[config.mk]
export PLATFORM = sky130hd
export DESIGN_NAME = init_err_status
export DESIGN_NICKNAME = d
export VERILOG_FILES = /design/src/hdl/init_err_pkg.sv /design/src/hdl/init_err_status.sv
export SDC_FILE = /design/constraint.sdc
export NUM_CORES = 1
export LEC_CHECK = 0
export BUFFER_PORTS_ARGS = -buffer_cell sky130_fd_sc_hd__buf_2
export CORE_MARGIN = 10
export CORE_UTILIZATION = 45
export CTS_CLUSTER_DIAMETER = 100
export DETAILED_ROUTE_END_ITERATION = 7
export MAX_ROUTING_LAYER = met4
export PLACE_DENSITY = 0.93
export SLEW_MARGIN = 20
export SYNTH_ARGS = -nofsm -noshare
export SYNTH_HDL_FRONTEND = slang
export SYNTH_SLANG_ARGS = --single-unit
[constraint.sdc]
create_clock -name clk_sys -period 4.7 [get_ports clk_sys]
set_input_delay 0 -clock clk_sys [delete_from_list [all_inputs] [get_ports clk_sys]]
set_output_delay 0 -clock clk_sys [all_outputs]
set_load 0.02 [all_outputs]
[src/hdl/init_err_pkg.sv]
// constants, register layout and carrier types for the initiator error/status block
package init_err_pkg;
	localparam logic [15:0] STATUS_OFFSET      = 16'hd064;
	localparam logic [15:0] CONFIG_OFFSET      = 16'hd060;
	localparam logic [15:0] IRQ_STATUS_OFFSET  = 16'hd070;
	localparam logic [15:0] IRQ_MASK_OFFSET    = 16'hd074;
	localparam int          ADDR_W             = 16;
	localparam int          DATA_W             = 32;

	// configuration field positions
	localparam int CFG_STROBE_BIT   = 0;
	localparam int CFG_SWAP_BIT     = 1;
	localparam int CFG_BUSERR_BIT   = 3;
	localparam logic CFG_BUSERR_RESET = 1'b1;

	// status field positions
	localparam int ST_RETRY_BIT   = 0;
	localparam int ST_TRDY_BIT    = 1;
	localparam int ST_PARITY_BIT  = 5;
	localparam int ST_FATAL_BIT   = 6;
	localparam int ST_INB_BIT     = 7;
	localparam int ST_OUTB_BIT    = 8;

	// interrupt event bit positions
	localparam int IRQ_W          = 5;
	localparam int EV_RETRY       = 0;
	localparam int EV_TRDY        = 1;
	localparam int EV_PARITY      = 2;
	localparam int EV_FATAL       = 3;
	localparam int EV_SERR        = 4;

	localparam logic [3:0] FLAGS_RESET = 4'h0;
	localparam logic [IRQ_W-1:0] IRQ_RESET = 5'h00;

	// outcome of one initiator cycle on the pci side
	typedef struct packed {
		logic done;
		logic is_read;
		logic master_abort;
		logic target_abort;
		logic parity_error;
		logic trdy_timeout;
		logic retry_timeout;
	} cycle_end_s;

	// answer to the internal bus for a finished read
	typedef struct packed {
		logic valid;
		logic bus_error;
		logic data_invalid;
	} read_answer_s;

	typedef enum logic [0:0] {
		SERR_IDLE  = 1'b0,
		SERR_PULSE = 1'b1
	} serr_state_e;

	typedef struct packed {
		logic                   read_fail_bus_error_enable;
		logic                   indirect_cycle_swap;
		logic                   direct_fatal_error_flag;
		logic                   direct_parity_error_flag;
		logic                   target_ready_timeout_flag;
		logic                   retry_timeout_flag;
		logic [IRQ_W-1:0]       irq_status;
		logic [IRQ_W-1:0]       irq_mask;
		serr_state_e            serr_state;
		read_answer_s           answer;
		logic [DATA_W-1:0]      rdata;
		logic                   swap_caught;
	} state_s;
endpackage : init_err_pkg

[src/hdl/init_err_status.sv]
// initiator error, status and byte-swap control of the system-bus to pci bridge
//
// The address-and-strobe port was left to the implementer.
`timescale 1ns/1ps
`default_nettype none

module init_err_status #(
	parameter int ADDR_W = init_err_pkg::ADDR_W,
	parameter int DATA_W = init_err_pkg::DATA_W
) (
	input  wire logic                      clk_sys,
	input  wire logic                      resetn,
	input  wire logic                      big_endian_mode,
	input  wire logic [ADDR_W-1:0]         reg_addr,
	input  wire logic [DATA_W-1:0]         reg_wdata,
	input  wire logic                      reg_write,
	input  wire logic                      reg_read,
	output logic      [DATA_W-1:0]         reg_rdata,
	input  wire init_err_pkg::cycle_end_s  cycle_end,
	input  wire logic                      outbound_fifo_count_zero,
	input  wire logic                      inbound_fifo_count_zero,
	output init_err_pkg::read_answer_s     read_answer,
	output logic                           indirect_cycle_swap,
	output logic                           serr_pulse,
	output logic                           irq
);
	init_err_pkg::state_s r_r;
	init_err_pkg::state_s r_nxt;

	logic             wr_cfg;
	logic             wr_status;
	logic             wr_irq_status;
	logic             wr_irq_mask;
	logic             fatal_event;
	logic             outbound_fifo_empty;
	logic             inbound_fifo_empty;
	logic             read_failed;
	logic [DATA_W-1:0] status_word;
	logic [DATA_W-1:0] config_word;
	logic [init_err_pkg::IRQ_W-1:0] events;

	assign wr_cfg        = reg_write && (reg_addr == init_err_pkg::CONFIG_OFFSET);
	assign wr_status     = reg_write && (reg_addr == init_err_pkg::STATUS_OFFSET);
	assign wr_irq_status = reg_write && (reg_addr == init_err_pkg::IRQ_STATUS_OFFSET);
	assign wr_irq_mask   = reg_write && (reg_addr == init_err_pkg::IRQ_MASK_OFFSET);

	assign outbound_fifo_empty = outbound_fifo_count_zero;
	assign inbound_fifo_empty  = inbound_fifo_count_zero;

	assign fatal_event = cycle_end.done && (cycle_end.master_abort || cycle_end.target_abort
		|| cycle_end.trdy_timeout || cycle_end.retry_timeout);
	assign read_failed = cycle_end.done && cycle_end.is_read && (fatal_event
		|| cycle_end.parity_error);

	assign events = {r_r.serr_state == init_err_pkg::SERR_IDLE && wr_cfg
			&& reg_wdata[init_err_pkg::CFG_STROBE_BIT],
		fatal_event,
		cycle_end.done && cycle_end.parity_error,
		cycle_end.done && cycle_end.trdy_timeout,
		cycle_end.done && cycle_end.retry_timeout};

	always_comb begin
		status_word = '0;
		status_word[init_err_pkg::ST_OUTB_BIT]   = outbound_fifo_empty;
		status_word[init_err_pkg::ST_INB_BIT]    = inbound_fifo_empty;
		status_word[init_err_pkg::ST_FATAL_BIT]  = r_r.direct_fatal_error_flag;
		status_word[init_err_pkg::ST_PARITY_BIT] = r_r.direct_parity_error_flag;
		status_word[init_err_pkg::ST_TRDY_BIT]   = r_r.target_ready_timeout_flag;
		status_word[init_err_pkg::ST_RETRY_BIT]  = r_r.retry_timeout_flag;
		config_word = '0;
		config_word[init_err_pkg::CFG_BUSERR_BIT] = r_r.read_fail_bus_error_enable;
		config_word[init_err_pkg::CFG_SWAP_BIT]   = r_r.indirect_cycle_swap;
	end

	always_comb begin
		r_nxt = r_r;
		if (wr_cfg) begin
			r_nxt.read_fail_bus_error_enable = reg_wdata[init_err_pkg::CFG_BUSERR_BIT];
			r_nxt.indirect_cycle_swap = reg_wdata[init_err_pkg::CFG_SWAP_BIT];
		end
		// one-clock serr pulse from a strobe write
		r_nxt.serr_state = init_err_pkg::SERR_IDLE;
		if (wr_cfg && reg_wdata[init_err_pkg::CFG_STROBE_BIT]) begin
			r_nxt.serr_state = init_err_pkg::SERR_PULSE;
		end
		// write-one clears first, then events set: set wins
		if (wr_status) begin
			if (reg_wdata[init_err_pkg::ST_FATAL_BIT]) begin
				r_nxt.direct_fatal_error_flag = 1'b0;
			end
			if (reg_wdata[init_err_pkg::ST_PARITY_BIT]) begin
				r_nxt.direct_parity_error_flag = 1'b0;
			end
			if (reg_wdata[init_err_pkg::ST_TRDY_BIT]) begin
				r_nxt.target_ready_timeout_flag = 1'b0;
			end
			if (reg_wdata[init_err_pkg::ST_RETRY_BIT]) begin
				r_nxt.retry_timeout_flag = 1'b0;
			end
		end
		if (fatal_event) begin
			r_nxt.direct_fatal_error_flag = 1'b1;
		end
		if (events[init_err_pkg::EV_PARITY]) begin
			r_nxt.direct_parity_error_flag = 1'b1;
		end
		if (events[init_err_pkg::EV_TRDY]) begin
			r_nxt.target_ready_timeout_flag = 1'b1;
		end
		if (events[init_err_pkg::EV_RETRY]) begin
			r_nxt.retry_timeout_flag = 1'b1;
		end
		// interrupt status, mask
		if (wr_irq_status) begin
			r_nxt.irq_status = r_r.irq_status & ~reg_wdata[init_err_pkg::IRQ_W-1:0];
		end
		r_nxt.irq_status = r_nxt.irq_status | events;
		if (wr_irq_mask) begin
			r_nxt.irq_mask = reg_wdata[init_err_pkg::IRQ_W-1:0];
		end
		// read answer to the internal bus
		r_nxt.answer = '0;
		if (cycle_end.done && cycle_end.is_read) begin
			r_nxt.answer.valid = 1'b1;
			r_nxt.answer.bus_error = read_failed && r_r.read_fail_bus_error_enable;
			r_nxt.answer.data_invalid = read_failed && !r_r.read_fail_bus_error_enable;
		end
		// register read data, one cycle after the strobe
		r_nxt.rdata = '0;
		if (reg_read) begin
			unique case (reg_addr)
				init_err_pkg::STATUS_OFFSET:     r_nxt.rdata = status_word;
				init_err_pkg::CONFIG_OFFSET:     r_nxt.rdata = config_word;
				init_err_pkg::IRQ_STATUS_OFFSET: r_nxt.rdata = DATA_W'(r_r.irq_status);
				init_err_pkg::IRQ_MASK_OFFSET:   r_nxt.rdata = DATA_W'(r_r.irq_mask);
				default:                         r_nxt.rdata = '0;
			endcase
		end
		// swap default caught on the first clock after reset release
		r_nxt.swap_caught = 1'b1;
		if (!r_r.swap_caught) begin
			r_nxt.indirect_cycle_swap = big_endian_mode;
		end
	end

	always_ff @(posedge clk_sys) begin
		if (!resetn) begin
			r_r.read_fail_bus_error_enable <= init_err_pkg::CFG_BUSERR_RESET;
			r_r.indirect_cycle_swap        <= 1'b0;
			r_r.direct_fatal_error_flag    <= init_err_pkg::FLAGS_RESET[3];
			r_r.direct_parity_error_flag   <= init_err_pkg::FLAGS_RESET[2];
			r_r.target_ready_timeout_flag  <= init_err_pkg::FLAGS_RESET[1];
			r_r.retry_timeout_flag         <= init_err_pkg::FLAGS_RESET[0];
			r_r.irq_status                 <= init_err_pkg::IRQ_RESET;
			r_r.irq_mask                   <= init_err_pkg::IRQ_RESET;
			r_r.serr_state                 <= init_err_pkg::SERR_IDLE;
			r_r.answer                     <= '0;
			r_r.rdata                      <= '0;
			r_r.swap_caught                <= 1'b0;
		end else begin
			r_r <= r_nxt;
		end
	end

	assign reg_rdata           = r_r.rdata;
	assign read_answer         = r_r.answer;
	assign indirect_cycle_swap = r_r.indirect_cycle_swap;
	assign serr_pulse          = (r_r.serr_state == init_err_pkg::SERR_PULSE);
	assign irq                 = |(r_r.irq_status & r_r.irq_mask);
endmodule : init_err_status

`default_nettype wire

==> flow_summary.ini <==
[timing]
setup_violations = 0
hold_viol = 0
rsz0062_at_grt = no
fin_crit_ns = 2.43
relSlewSlack_pct = 57.9
slew_violations = 0
max_slew.worst_pin.slew_ns = 0.627
fmax_mhz = 412
holdWs_ns = 0.0125
fin_skew_ns = 0.0198
finalSetupTns_ns = 0
finalCritPeriodShare_pct = 51.7

[power_and_ir_drop]
comb_power_share_pct = 15.1
clkPwrFrac_pct = 33.1
ir_worst_vdd_mv = 0.135
powerDensity_nw_per_um2 = 264
p_sw_w = 0.000148
internal-power_w = 0.000364
leakagePower_nw = 0.866
power_frac_seq_pct = 51.8
p_sw_share_pct = 28.9
p_total_w = 0.000512

[critical_path]
max_stage_delay_ns = 0.61
cp.required_ns = 4.95
cp.arrival_ns = 2.68
rr_startpoint = r_r[50]$_SDFFE_PN0P_
r2r-end = reg_rdata[6]$_SDFF_PN0_
end_kind = flop
worstSetupPathType = in -> reg
r2r_cells = 2
crit_path_frequent_cell = dlygate4sd3_1
crit_fanout = 7
crit_chain = dlygate4sd3_1 > buf_2 > or4b_1 > or4_1 > o21ai_1 > a21oi_1 > dlygate4sd3_1
reg2reg_slack_ns = 3.42
start_kind = primary input
critPathSlowestCell = or4_1

[global_route]
grt_pass1_wl_um = 7180
antenna_found_initial = 1
track_usage_pct = 14.5
grt_overflow = 0
grt_pass1_vias = 1525
grt_max_degree = 17

[logic_synthesis]
synth.yosys.warnings = 0
synthCells = 172
synth_cell_type_count = 33
synthArstFlopShare_pct = 0
synth_area_um2 = 1560
synthTopCellsByArea = dfxtp_1, buf_4, a21oi_1
synth-main-ff-cell = dfxtp_1
synth-seq-cells = 30
synth_edf_count = 0
syn_area_per_cell_um2 = 9.04
synthMostInstantiatedCell = buf_4
yosys-top-cells-count = buf_4, dfxtp_1, a21oi_1, nand2_1, o21ai_1
ys_seq_area_share_pct = 38.6
synth_top_area_share_pct = 38.6
synth_top_area_cell = dfxtp_1

[placement]
hpwl_um = 3270
gp_congestion = 0.893
placed_cell_area_um2 = 1650
portBuffers = 51
dp.cells = 251

[floorplanning]
core_um2 = 3340
die_area_um2 = 6210
chipHeight_um = 78.8
die_x_um = 78.8
rows = 21
initial_core_util_pct = 46.6
ioPinCount = 100

[hold_path]
holdPathEnd = r_r[49]$_SDFFE_PN0P_
min_path_type = in -> reg
holdPathStages = 4
hold_start = reg_wdata[5]

[drt]
drtPass1Iterations = 6
vias = 1493
drc_errors = 0
routedWlPerCell_um = 16.4
vias_per_cell = 5.29
wl_um = 4620
ant_nets = 0
first_iter_violations = 132

[clocking]
cts.sink_count = 30
htreeDepth = 2
cts_buffers = 5
cts_tree = done
clk_latency_ns = 0.35
clk_path_buf_depth = 2
path_clk_slew_ns = 0.11
cts-resized-gates = 0
root_buffer = clkbuf_4

[final_layout]
syn_to_final_growth_pct = 24.8
fin_area_um2 = 1940
nNetsFinal = 296
fin_cells = 282
drive_gt1_share_pct = 29.4

[outcome]
status = completed

[run]
maxCapViolCount = 0
## logic make-up after synthesis
kind of cell,count (synthesis),share of synthesized area (%)
buffers and inverters,45,20.3
and+or+nand+nor,53,24.6
muxes,1,0.724
AOI/OAI and AO/OA,42,15.5
other,1,0.241
DFF,30,38.6
## worst max path at each step
stage / cells past startpoint / to / startpoint
after CTS: 7 / r_r[50]$_SDFFE_PN0P_ / reg_addr[2]
after floorplan: 5 / reg_rdata[5]$_SDFF_PN0_ / reg_addr[9]
after global routing: 7 / r_r[50]$_SDFFE_PN0P_ / reg_addr[2]
after detailed placement: 5 / r_r[37]$_SDFFE_PN0P_ / reg_addr[9]
final: 7 / r_r[50]$_SDFFE_PN0P_ / reg_addr[2]
after global placement: 5 / r_r[37]$_SDFFE_PN0P_ / reg_addr[9]
## registers in the layout, summed over array words and instances (netlist names)
| name | count |
|---|---|
| r_r | 15 |
| indirect_cycle_swap | 1 |
| reg_rdata | 9 |
| config_word | 1 |
| serr_pulse | 1 |
| read_answer | 3 |
## layout make-up
cell class                 instances  area, um^2
clock inverter                     2        12.5
clock buffer                       6        51.3
tap                               46        57.6
sequential                        30         601
fill                             326        1400
multi-input combinational        119         722
antenna                            1        2.50
inverter                           5        18.8
timing repair buffer              73         475
## power groups by stage
stage	clock [W]	combinational (W)	sequential (W)
2_1_floorplan	0	0.0000530	0.000270
3_3_place_gp	0	0.0000602	0.000270
3_5_place_dp	0	0.0000622	0.000271
4_1_cts	0.000168	0.0000747	0.000265
5_1_grt	0.000180	0.0000839	0.000266
6_report	0.000169	0.0000775	0.000265
## per-layer routing
| metal | vias to the layer above | global-route usage (%) | share of wire (%) |
|---|---|---|---|
| li1 | 690 | - | - |
| met4 | 0 | 6.27 | 2.9 |
| met2 | 98 | 24.7 | 50 |
| met5 | - | - | 0 |
| met3 | 17 | 5.41 | 9.4 |
| met1 | 688 | 14.7 | 37 |
## layout by cell type, fill, tap and decap left out, types with 2 or more instances in the layout
cell type,synthesis,layout
buf_2,0,51
dfxtp_1,30,30
conb_1,1,23
dlygate4sd3_1,0,22
a21oi_1,15,15
nand2_1,13,13
o21ai_1,13,13
nand3_1,7,7
nor2_1,7,7
inv_1,5,5
or4_1,5,5
clkbuf_4,0,5
a22oi_1,4,4
o21ai_0,4,4
a222oi_1,3,3
or4_4,3,3
nor4_1,3,3
nand4b_1,2,2
nor4b_2,2,2
nor4bb_4,2,2
## timing repair
item / 4_1_cts / 5_1_grt
endpoints found under the setup margin: 0 / 0
hold endpoints to repair: 25 / 0
setup buffers: 0 / 0
hold buffers: 22 / 0
## metrics by stage
step	util, %	setup slack [ns]
2_1_floorplan	-	3.07
3_3_place_gp	49.6	2.97
3_5_place_dp	49.6	2.94
4_1_cts	58.1	2.31
5_1_grt	58.2	2.16
6_report	58.2	2.27
## critical path, delay by kind of cell
family | cells | cell delay (ns)
compound gates | 2 | 0.25
buf+inv | 3 | 1.27
simple gates | 2 | 1.17
Power figures use the tool's default switching activity.
